File: config.mk
export PLATFORM = sky130hd
export DESIGN_NAME = power_mgmt_status_control
export DESIGN_NICKNAME = d
export VERILOG_FILES = /design/src/pmsc_pkg.sv /design/src/pmsc_sync.sv /design/src/pmsc_write_once.sv /design/src/power_mgmt_status_control.sv
export SDC_FILE = /design/constraint.sdc
export NUM_CORES = 1
export LEC_CHECK = 0
export ABC_AREA = 0
export BUFFER_PORTS_ARGS = -buffer_cell sky130_fd_sc_hd__buf_4
export CAP_MARGIN = 30
export CORE_UTILIZATION = 50
export DETAILED_ROUTE_END_ITERATION = 6
export GPL_TIMING_DRIVEN = 1
export PLACE_DENSITY_LB_ADDON = 0.12
export REMOVE_ABC_BUFFERS = 1
export SYNTH_ARGS = -nofsm -noshare
export SYNTH_HDL_FRONTEND = slang
export SYNTH_SLANG_ARGS = --single-unit
File: constraint.sdc
create_clock -name i_ref_clk -period 1.27 [get_ports i_ref_clk]
set_input_delay 0.127 -clock i_ref_clk [delete_from_list [all_inputs] [get_ports i_ref_clk]]
set_output_delay 0.127 -clock i_ref_clk [all_outputs]
set_load 0.01 [all_outputs]
File: src/pmsc_pkg.sv
// constants, types and register map for the power management status and control block
package pmsc_pkg;
	localparam int ADDR_W = 4;
	localparam int DATA_W = 8;
	localparam logic [3:0] ADDR_POWER_STATUS_CONTROL_TWO = 4'h0;
	localparam logic [3:0] ADDR_SYSTEM_OPTIONS_TWO = 4'h1;
	localparam logic [3:0] ADDR_IRQ_STATUS = 4'h2;
	localparam logic [3:0] ADDR_IRQ_CLEAR = 4'h3;
	localparam logic [3:0] ADDR_IRQ_ENABLE = 4'h4;
	// power status register fields
	localparam int BIT_WARNING_FLAG = 7;
	localparam int BIT_WARNING_ACK = 6;
	localparam int BIT_DETECT_VSEL = 5;
	localparam int BIT_WARNING_VSEL = 4;
	localparam int BIT_PPD_FLAG = 3;
	localparam int BIT_PPD_ACK = 2;
	localparam int BIT_STOP_MODE_SEL = 0;
	// system options field
	localparam int BIT_WATCHDOG_CLK_SEL = 0;
	// interrupt fields
	localparam int BIT_IRQ_WARNING = 0;
	localparam int BIT_IRQ_PPD = 1;
	localparam int IRQ_W = 2;
	localparam logic [7:0] RESET_POWER_STATUS = 8'h00;
	localparam logic [7:0] RESET_OPTIONS = 8'h00;
	localparam logic [1:0] RESET_IRQ = 2'h0;
	localparam int SYNC_STAGES = 3;

	typedef enum logic [1:0] {
		RST_POWER_ON = 2'b00,
		RST_LOW_VOLTAGE = 2'b01,
		RST_OTHER = 2'b10
	} reset_cause_t;

	typedef struct packed {
		logic [ADDR_W-1:0] addr;
		logic [DATA_W-1:0] wdata;
		logic wr;
		logic rd;
	} bus_req_t;

	typedef struct packed {
		logic detect_voltage_select;
		logic warning_voltage_select;
		logic stop_mode_select;
		logic watchdog_clk_select;
	} ctrl_out_t;
endpackage

File: src/pmsc_sync.sv
// three-stage synchroniser with agreement of the last two stages
`timescale 1ns/100ps
`default_nettype none
module pmsc_sync
	import pmsc_pkg::*;
(
	input wire logic i_ref_clk,
	input wire logic i_rst_n,
	input wire logic i_async,
	output logic o_level
);
	logic [SYNC_STAGES-1:0] stage;
	logic [SYNC_STAGES-1:0] next_stage;
	logic level;
	logic next_level;

	always_comb
	begin
		next_stage = {stage[SYNC_STAGES-2:0], i_async};
		next_level = level;
		// first stage feeds only the second
		if (stage[1] == stage[2])
		begin
			next_level = stage[2];
		end
	end

	always_ff @(posedge i_ref_clk or negedge i_rst_n)
	begin
		if (!i_rst_n)
		begin
			stage <= '0;
			level <= 1'b0;
		end
		else
		begin
			stage <= next_stage;
			level <= next_level;
		end
	end

	assign o_level = level;
endmodule
`default_nettype wire

File: src/pmsc_write_once.sv
// write-once bit: takes the first write after reset, ignores the rest
`timescale 1ns/100ps
`default_nettype none
module pmsc_write_once
	import pmsc_pkg::*;
(
	input wire logic i_ref_clk,
	input wire logic i_rst_n,
	input wire logic i_wr,
	input wire logic i_wdata,
	output logic o_value
);
	logic value;
	logic used;
	logic next_value;
	logic next_used;

	always_comb
	begin
		next_value = value;
		next_used = used;
		if (i_wr && !used)
		begin
			next_value = i_wdata;
			next_used = 1'b1;
		end
	end

	always_ff @(posedge i_ref_clk or negedge i_rst_n)
	begin
		if (!i_rst_n)
		begin
			value <= 1'b0;
			used <= 1'b0;
		end
		else
		begin
			value <= next_value;
			used <= next_used;
		end
	end

	assign o_value = value;
endmodule
`default_nettype wire

File: src/power_mgmt_status_control.sv
// power management status and control register bank
//
// Operation
// RL1 - the warning flag is set when supply drops below the warning trip, and after reset if already below.
// RL2 - the warning flag is sticky: it reads 1 while a warning exists or has existed since last cleared.
// RL3 - writing 1 to the warning acknowledge clears the flag only when no warning is present; it reads 0.
// RL4 - the detect voltage select picks the low (0) or high (1) detect trip point for the comparator.
// RL5 - the warning voltage select picks the low (0) or high (1) warning trip point.
// RL6 - the partial power down flag is set on wake from partial power down stop, else reads 0.
// RL7 - writing 1 to the partial power down acknowledge clears that flag; it reads 0.
// RL8 - the stop mode select chooses state retaining stop (0) or partial power down stop (1).
// RL9 - the stop mode select takes only the first write after any reset.
// RL10 - the watchdog clock select is write-once; 0 picks the 1 kHz clock, 1 the bus clock.
// RL11 - power-on reset clears every bit; other resets keep the two trip point selects.
`timescale 1ns/100ps
`default_nettype none
module power_mgmt_status_control
	import pmsc_pkg::*;
(
	input wire logic i_ref_clk,
	input wire logic i_rst_n,
	input wire pmsc_pkg::reset_cause_t i_reset_cause,
	input wire pmsc_pkg::bus_req_t i_bus,
	input wire logic i_warning_below,
	input wire logic i_ppd_wake,
	output logic [pmsc_pkg::DATA_W-1:0] o_rdata,
	output pmsc_pkg::ctrl_out_t o_ctrl,
	output logic o_irq
);
	import pmsc_pkg::*;

	function automatic logic wr_hit(input bus_req_t b, input logic [ADDR_W-1:0] a);
		wr_hit = b.wr && (b.addr == a);
	endfunction

	////////////////////////////////////////////////////////////////////////////////
	logic below_sync;
	logic below_q;
	logic warning_flag;
	logic ppd_flag;
	logic ppd_wake_q;
	logic detect_voltage_select;
	logic warning_voltage_select;
	logic stop_mode_select;
	logic watchdog_clk_select;
	logic first_cycle;
	logic [IRQ_W-1:0] irq_status;
	logic [IRQ_W-1:0] irq_enable;
	logic [DATA_W-1:0] rdata;
	logic irq;
	ctrl_out_t ctrl;
	logic next_warning_flag;
	logic next_ppd_flag;
	logic next_detect_voltage_select;
	logic next_warning_voltage_select;
	logic [IRQ_W-1:0] next_irq_status;
	logic [IRQ_W-1:0] next_irq_enable;
	logic [DATA_W-1:0] next_rdata;
	logic next_irq;
	ctrl_out_t next_ctrl;
	logic wr_psc;
	logic wr_opt;
	logic warning_rise;
	logic ppd_rise;

	// comparator outputs are analog-side levels, so synchronise them
	pmsc_sync u_sync_below (
		.i_ref_clk(i_ref_clk),
		.i_rst_n(i_rst_n),
		.i_async(i_warning_below),
		.o_level(below_sync)
	);

	pmsc_sync u_sync_wake (
		.i_ref_clk(i_ref_clk),
		.i_rst_n(i_rst_n),
		.i_async(i_ppd_wake),
		.o_level(ppd_wake_q)
	);

	assign wr_psc = wr_hit(i_bus, ADDR_POWER_STATUS_CONTROL_TWO);
	assign wr_opt = wr_hit(i_bus, ADDR_SYSTEM_OPTIONS_TWO);

	// RL9 stop mode once
	pmsc_write_once u_stop_mode (
		.i_ref_clk(i_ref_clk),
		.i_rst_n(i_rst_n),
		.i_wr(wr_psc),
		.i_wdata(i_bus.wdata[BIT_STOP_MODE_SEL]),
		.o_value(stop_mode_select)
	);

	// RL10 watchdog clock once
	pmsc_write_once u_watchdog_clk (
		.i_ref_clk(i_ref_clk),
		.i_rst_n(i_rst_n),
		.i_wr(wr_opt),
		.i_wdata(i_bus.wdata[BIT_WATCHDOG_CLK_SEL]),
		.o_value(watchdog_clk_select)
	);

	////////////////////////////////////////////////////////////////////////////////
	// status flags
	always_comb
	begin
		// RL1 warning set
		// first_cycle term never fires, as below_sync is still 0 then; the rise over below_q catches a supply already low
		warning_rise = (below_sync && !below_q) || (first_cycle && below_sync);
		ppd_rise = ppd_wake_q && !ppd_flag;
		next_warning_flag = warning_flag;
		next_ppd_flag = ppd_flag;
		// RL3 acknowledge gated
		if (wr_psc && i_bus.wdata[BIT_WARNING_ACK] && !below_sync)
		begin
			next_warning_flag = 1'b0;
		end
		// RL2 sticky hold
		if (warning_rise || below_sync)
		begin
			next_warning_flag = 1'b1;
		end
		// RL7 acknowledge clears
		if (wr_psc && i_bus.wdata[BIT_PPD_ACK])
		begin
			next_ppd_flag = 1'b0;
		end
		// RL6 wake sets, wins over clear
		// set from the level, so an acknowledge during the wake cannot drop it
		if (ppd_wake_q)
		begin
			next_ppd_flag = 1'b1;
		end
	end

	always_ff @(posedge i_ref_clk or negedge i_rst_n)
	begin
		if (!i_rst_n)
		begin
			warning_flag <= 1'b0;
			ppd_flag <= 1'b0;
			below_q <= 1'b0;
			first_cycle <= 1'b1;
		end
		else
		begin
			warning_flag <= next_warning_flag;
			ppd_flag <= next_ppd_flag;
			below_q <= below_sync;
			first_cycle <= 1'b0;
		end
	end

	////////////////////////////////////////////////////////////////////////////////
	// trip point selects survive non power-on resets, so they use no async reset
	always_comb
	begin
		next_detect_voltage_select = detect_voltage_select;
		next_warning_voltage_select = warning_voltage_select;
		// a write may come on the first edge after release, so it wins over the clear
		if (wr_psc)
		begin
			// RL4 detect select
			next_detect_voltage_select = i_bus.wdata[BIT_DETECT_VSEL];
			// RL5 warning select
			next_warning_voltage_select = i_bus.wdata[BIT_WARNING_VSEL];
		end
		// RL11 power-on clears
		else if (first_cycle && i_reset_cause == RST_POWER_ON)
		begin
			next_detect_voltage_select = 1'b0;
			next_warning_voltage_select = 1'b0;
		end
	end

	always_ff @(posedge i_ref_clk)
	begin
		detect_voltage_select <= next_detect_voltage_select;
		warning_voltage_select <= next_warning_voltage_select;
	end

	////////////////////////////////////////////////////////////////////////////////
	// interrupts
	always_comb
	begin
		next_irq_status = irq_status;
		next_irq_enable = irq_enable;
		if (wr_hit(i_bus, ADDR_IRQ_CLEAR))
		begin
			next_irq_status = irq_status & ~i_bus.wdata[IRQ_W-1:0];
		end
		if (wr_hit(i_bus, ADDR_IRQ_ENABLE))
		begin
			next_irq_enable = i_bus.wdata[IRQ_W-1:0];
		end
		// events set after the clear so a same-cycle event survives
		if (warning_rise)
		begin
			next_irq_status[BIT_IRQ_WARNING] = 1'b1;
		end
		if (ppd_rise)
		begin
			next_irq_status[BIT_IRQ_PPD] = 1'b1;
		end
		// built from next values so the output flop shows no extra lag
		next_irq = |(next_irq_status & next_irq_enable);
	end

	always_ff @(posedge i_ref_clk or negedge i_rst_n)
	begin
		if (!i_rst_n)
		begin
			irq_status <= RESET_IRQ;
			irq_enable <= RESET_IRQ;
			irq <= 1'b0;
		end
		else
		begin
			irq_status <= next_irq_status;
			irq_enable <= next_irq_enable;
			irq <= next_irq;
		end
	end

	////////////////////////////////////////////////////////////////////////////////
	// read data, zero on every cycle without a read
	always_comb
	begin
		next_rdata = '0;
		if (i_bus.rd)
		begin
			unique case (i_bus.addr)
				ADDR_POWER_STATUS_CONTROL_TWO:
				begin
					// acknowledge bits read as zero
					next_rdata[BIT_WARNING_FLAG] = warning_flag;
					next_rdata[BIT_DETECT_VSEL] = detect_voltage_select;
					next_rdata[BIT_WARNING_VSEL] = warning_voltage_select;
					next_rdata[BIT_PPD_FLAG] = ppd_flag;
					next_rdata[BIT_STOP_MODE_SEL] = stop_mode_select;
				end
				ADDR_SYSTEM_OPTIONS_TWO:
				begin
					next_rdata[BIT_WATCHDOG_CLK_SEL] = watchdog_clk_select;
				end
				ADDR_IRQ_STATUS:
				begin
					next_rdata[IRQ_W-1:0] = irq_status;
				end
				ADDR_IRQ_ENABLE:
				begin
					next_rdata[IRQ_W-1:0] = irq_enable;
				end
				// the clear register is write only, so it lands here and reads zero
				default:
				begin
					next_rdata = '0;
				end
			endcase
		end
	end

	always_ff @(posedge i_ref_clk or negedge i_rst_n)
	begin
		if (!i_rst_n)
		begin
			rdata <= '0;
		end
		else
		begin
			rdata <= next_rdata;
		end
	end

	////////////////////////////////////////////////////////////////////////////////
	// control outputs, registered so every port leaves a flop
	always_comb
	begin
		// RL4 to comparator
		next_ctrl.detect_voltage_select = detect_voltage_select;
		next_ctrl.warning_voltage_select = warning_voltage_select;
		// RL8 stop mode out
		next_ctrl.stop_mode_select = stop_mode_select;
		next_ctrl.watchdog_clk_select = watchdog_clk_select;
	end

	always_ff @(posedge i_ref_clk or negedge i_rst_n)
	begin
		if (!i_rst_n)
		begin
			ctrl <= '0;
		end
		else
		begin
			ctrl <= next_ctrl;
		end
	end

	assign o_rdata = rdata;
	assign o_ctrl = ctrl;
	assign o_irq = irq;
endmodule
`default_nettype wire

; ---- Word-level counts from Yosys, hierarchy flattened
; Index checks and enable logic that the tools add are counted.
[word_totals]
regBits = 35
wordCells = 73
out_inout_bits = 13
in_bits = 20
[op_classes]
eq_ne = 6
muxes = 16
bitwise = 3
reduce_logical = 26
[op_table]
columns = op, count
row1 = logical AND 1 bit, 13
row2 = two-way mux 1 bit, 10
row3 = equality test 4 x 2 -> 1 bit (second input constant), 2
row4 = two-way mux 8 bit, 1
row5 = nonzero test 2 bit, 3
row6 = zero test 1 bit, 5
row7 = bitwise AND 2 bit, 2
row8 = equality test 4 x 1 -> 1 bit (second input constant), 1
row9 = equality test 4 x 3 -> 1 bit (second input constant), 1
row10 = zero test 4 bit, 1
row11 = two-way mux 2 bit, 2
row12 = case mux 1 bit (4 select lines), 1
row13 = two-way mux 3 bit, 1
row14 = equality test 1 bit, 2
row15 = zero test 2 bit, 1
row16 = logical OR 1 bit, 2
row17 = NOT 2 bit, 1
row18 = case mux 1 bit (2 select lines), 1
row19 = OR reduction 2 bit, 1

; ---- Longest topological paths before layout
[depth]
word_depth = 6
depth_mapped = 6
depth_no_buf = 4

; ---- Modules after synthesis
; A second synthesis with hierarchy kept.
[hier_totals]
hier_cells = 88
hier_area_um2 = 1247.4
[modules_own_cells]
columns = module, area_each_um2, n_inst, seq_area_each_um2, cells_per_inst
row1 = power_mgmt_status_control, 854.6, 1, 536.8, 68
row2 = pmsc_sync, 111.4, 2, 100.1, 5
row3 = pmsc_write_once, 85.1, 2, 50.0, 5

; ---- Least setup slack after synthesis
; Ideal clock, no wire load.
[synth_timing]
kind = input to register
from = input port i_bus[11] (netlist bit)
to = register u_stop_mode.value (netlist: u_stop_mode.o_value)
stages = 6
arrival_ns = 1.031
path_buffers = 2
setup_time_ns = 0.125
path_slack_ns = 0.114
required_time_ns = 1.145
path_cell_list = buf_6 nor2_4 and3_4 buf_6 nor2b_4 mux2_4
[synth_via]
elab_chain_len = 3
[synth_lines]
columns = item, line_no
row1 = from (decl), power_mgmt_status_control.sv:23  ; input wire pmsc_pkg::bus_req_t i_bus,
row2 = zero test 4 bit, power_mgmt_status_control.sv:33  ; wr_hit = b.wr && (b.addr == a);
row3 = logical AND 1 bit, power_mgmt_status_control.sv:33
row4 = logical AND 1 bit, pmsc_write_once.sv:22  ; if (i_wr && !used)
row5 = to (signal assigned), pmsc_write_once.sv:38  ; value <= next_value;
row6 = to (decl), pmsc_write_once.sv:13  ; logic value;
; Every way passes these cells.
; A chain may end at the register's enable or synchronous reset.

; ---- Worst setup path after layout
[layout_timing]
from = register first_cycle
to = register irq (netlist: o_irq)
[layout_via]
elab_chain_len = 5
[layout_lines]
columns = item, line_no
row1 = from (decl), power_mgmt_status_control.sv:46  ; logic first_cycle;
row2 = from (signal assigned), power_mgmt_status_control.sv:142  ; first_cycle <= 1'b1;
row3 = from (signal assigned), power_mgmt_status_control.sv:149  ; first_cycle <= 1'b0;
row4 = logical AND 1 bit, power_mgmt_status_control.sv:108  ; warning_rise = (below_sync && !below_q) || (first_cycle && below_sync);
row5 = logical OR 1 bit, power_mgmt_status_control.sv:108
row6 = two-way mux 1 bit, power_mgmt_status_control.sv:196  ; if (warning_rise)
row7 = via next_irq_status[0], power_mgmt_status_control.sv:56  ; logic [IRQ_W-1:0] next_irq_status;
row8 = bitwise AND 2 bit, power_mgmt_status_control.sv:205  ; next_irq = |(next_irq_status & next_irq_enable);
row9 = OR reduction 2 bit, power_mgmt_status_control.sv:205
row10 = via next_irq, power_mgmt_status_control.sv:59  ; logic next_irq;
row11 = to (signal assigned), power_mgmt_status_control.sv:220  ; irq <= next_irq;
row12 = to (decl), power_mgmt_status_control.sv:50  ; logic irq;
; The timed path passes the listed nets, and every way through them passes these cells.

==> flow_metrics.py <==
metrics = {
    "grt": {
        "grt_max_degree": 32,
        "grt-ovfl-total": 0,
        "gr-usage-all-layers": 0.189,
        "grt_pass1_vias": 766,
        "antenna_found_initial": 0,
        "grt_pass1_wl_um": 3390,
    },
    "floorplanning": {
        "die_area_mm2": 0.00267,
        "ioPinCount": 33,
        "die_width_um": 51.7,
        "initial_core_util": 0.543,
        "die_h_um": 51.7,
        "rows": 17,
        "core-area_mm2": 0.00228,
    },
    "worst_setup_path": {
        "cp-startpoint": "first_cycle$_DFF_PN1_",
        "cp_data_arrival_time_ns": 1.28,
        "r2r_slack_ns": 0.20,
        "crit_type": "flip-flop to flip-flop",
        "crit_slowest_cell": "dfstp_2",
        "rr_endpoint": "o_irq$_DFF_PN0_",
        "start_kind": "flip-flop",
        "crit_buf_inv": 0,
        "path_depth": 3,
        "critPathMaxStageDelay_ns": 0.38,
        "critPathCaptureType": "flip-flop",
        "reg2reg_depth": 3,
        "crit_family": "compound AO/OA/AOI/OAI gates",
        "worstReg2RegStart": "first_cycle$_DFF_PN1_",
        "crit_chain": "nand2b_1 > a22o_1 > a22o_1",
        "crit_required_ns": 1.48,
        "crit_path_frequent_cell": "a22o_1",
        "crit_fanout": 2,
    },
    "detailed_routing": {
        "drt-pass1-iter-count": 4,
        "postRouteAntennaNets": 0,
        "routedWlPerCell_um": 12.5,
        "via_per_inst": 5.04,
        "drtIter0Drc": 12,
        "vias": 766,
        "drc": 0,
        "wirelength_um": 1910,
    },
    "power": {
        "powerDensity_mw_per_mm2": 1320,
        "vdd.ir_drop.worst_mv": 1.06,
        "p_leak_uw": 0.000744,
    },
    "place": {
        "pre_cts_ws_ns": 0.0527,
        "place_area_mm2": 0.00147,
        "gp_congestion": 0.826,
        "portBuffers": 28,
    },
    "status": {
        "status": "completed",
    },
    "timing": {
        "fmax_mhz": 935,
        "setup_slack_ns": 0.200,
        "min_period_ns": 1.07,
        "rsz0062_at_grt": "false",
        "tns_ns": 0,
        "final_hold_viol_count": 0,
        "setup_viol": 0,
        "skew_ns": 0.0115,
        "period_share": 0.842,
        "slew_violations": 0,
    },
    "cells_and_area": {
        "fin_nets": 143,
        "area_growth_pct": 25.5,
        "fin_util": 0.681,
        "final_area_mm2": 0.00155,
        "drive_gt1_frac": 0.387,
        "antenna_cells": 0,
    },
    "clock_tree": {
        "cts_buffers": 5,
        "clock_latency_ns": 0.33,
        "clkSinkCount": 33,
        "cts_max_level": 2,
        "clockBufferDepth": 2,
        "cts_tree": "done",
        "root_buffer": "clkbuf_4",
        "clkTransAtPathRegs_ns": 0.11,
    },
    "logic_synthesis": {
        "synth.distinct_cells": 33,
        "syn-cell-area_mm2": 0.00123,
        "yosysTopAreaCell": "dfrtp_1",
        "ys.warnings.count": 0,
        "yosys-top-cells-area": "dfrtp_1 61%, edfxtp_1 4.9%, and2_1 3.0%",
        "async_flop_share": 0.939,
        "synth.ff_latch_count": 33,
        "synth_edf_count": 2,
        "seq_area_frac_synth": 0.678,
        "yosys.area.top_type_share": 0.608,
        "synth_common_cells": "30 x dfrtp_1, 6 x and2_1, 4 x nand2_1, 4 x nand3_1",
        "post-synth-top-count-cell": "dfrtp_1",
        "syn_area_per_cell_um2": 14.5,
        "syn_inst": 85,
        "ys.flop_type": "dfrtp_1",
    },
    "worst_hold_path": {
        "min_from": "i_bus[10]",
        "min_to": "o_rdata[1]$_DFF_PN0_",
        "hp-class": "primary input to flip-flop",
        "hold_depth": 2,
    },
    "run": {
        "cap_violations": 0,
    },
}
[cells by family (layout without fill, tap and decap cells)]
kind of cell	after synthesis	count (layout)	share of synthesized area
DFF	33	33	0.678
AOI/OAI and AO/OA	10	10	0.0608
other	1	3	0.00304
adders and majority gates	2	2	0.0162
muxes	5	5	0.0507
and+or+nand+nor	29	29	0.158
buffers and inverters	5	42	0.0334
[per-stage QoR]
stage	power (uW)	hold slack (ns)	cells
CTS	2080	0.0000265	152
global route	2170	0.0183	152
floorplan	1360	-0.169	83
global placement	1500	0.0681	141
detailed placement	1510	0.0744	141
finish	2050	0.0137	152
[cell usage in the layout, fill, tap and decap left out, types with 4 or more instances in the layout]
master	Yosys	final
clkbuf_4	0	5
buf_4	2	30
nand3_1	4	4
nand2_1	4	4
and2_1	6	6
dfrtp_1	30	30
[flip-flops by register name, summed over array words and instances (netlist names)]
name                    cells
warning_voltage_select      1
u_stop_mode.used            1
u_sync_wake.o_level         1
detect_voltage_select       1
ppd_flag                    1
o_rdata                     6
o_ctrl                      4
below_q                     1
irq_status                  2
u_sync_below.stage          3
u_watchdog_clk.o_value      1
warning_flag                1
first_cycle                 1
u_sync_below.o_level        1
o_irq                       1
irq_enable                  2
u_watchdog_clk.used         1
u_stop_mode.o_value         1
u_sync_wake.stage           3
[worst max path at each step]
stage,slack [ns],to
4_1_cts,0.19,o_irq$_DFF_PN0_
6_report,0.20,o_irq$_DFF_PN0_
2_1_floorplan,0.26,o_irq$_DFF_PN0_
3_3_place_gp,0.06,o_irq$_DFF_PN0_
5_1_grt,0.15,o_irq$_DFF_PN0_
3_5_place_dp,0.05,o_irq$_DFF_PN0_
[where the power goes]
group	total (uW)	switching, uW	leakage [uW]	internal, uW
Clock	553	345	0.0000310	208
Combinational	276	116	0.000318	160
Sequential	1220	56.7	0.000395	1160
[layer usage]
layer | vias to the layer above | wire length [um] | track usage
met2 | 22 | 927 | 0.284
met3 | 4 | 105 | 0.0877
met4 | 0 | 36 | 0.0946
met5 | - | 0 | 0
li1 | 364 | - | -
met1 | 376 | 837 | 0.227
[final cells by class]
cell class                 count  area, um2
clock buffer                   5       37.5
clock inverter                 3       17.5
fill                         162        726
inverter                       1       3.75
multi-input combinational     49        364
sequential                    33        837
tap                           28       35.0
timing repair buffer          33        255
[timing repair]
| item | 4_1_cts | 5_1_grt |
|---|---|---|
| buffers inserted | 0 | 0 |
| hold buffers | 3 | 0 |
| endpoints found under the hold margin | 32 | 0 |
| resized for setup | 0 | 0 |
Power figures use the tool's default switching activity.
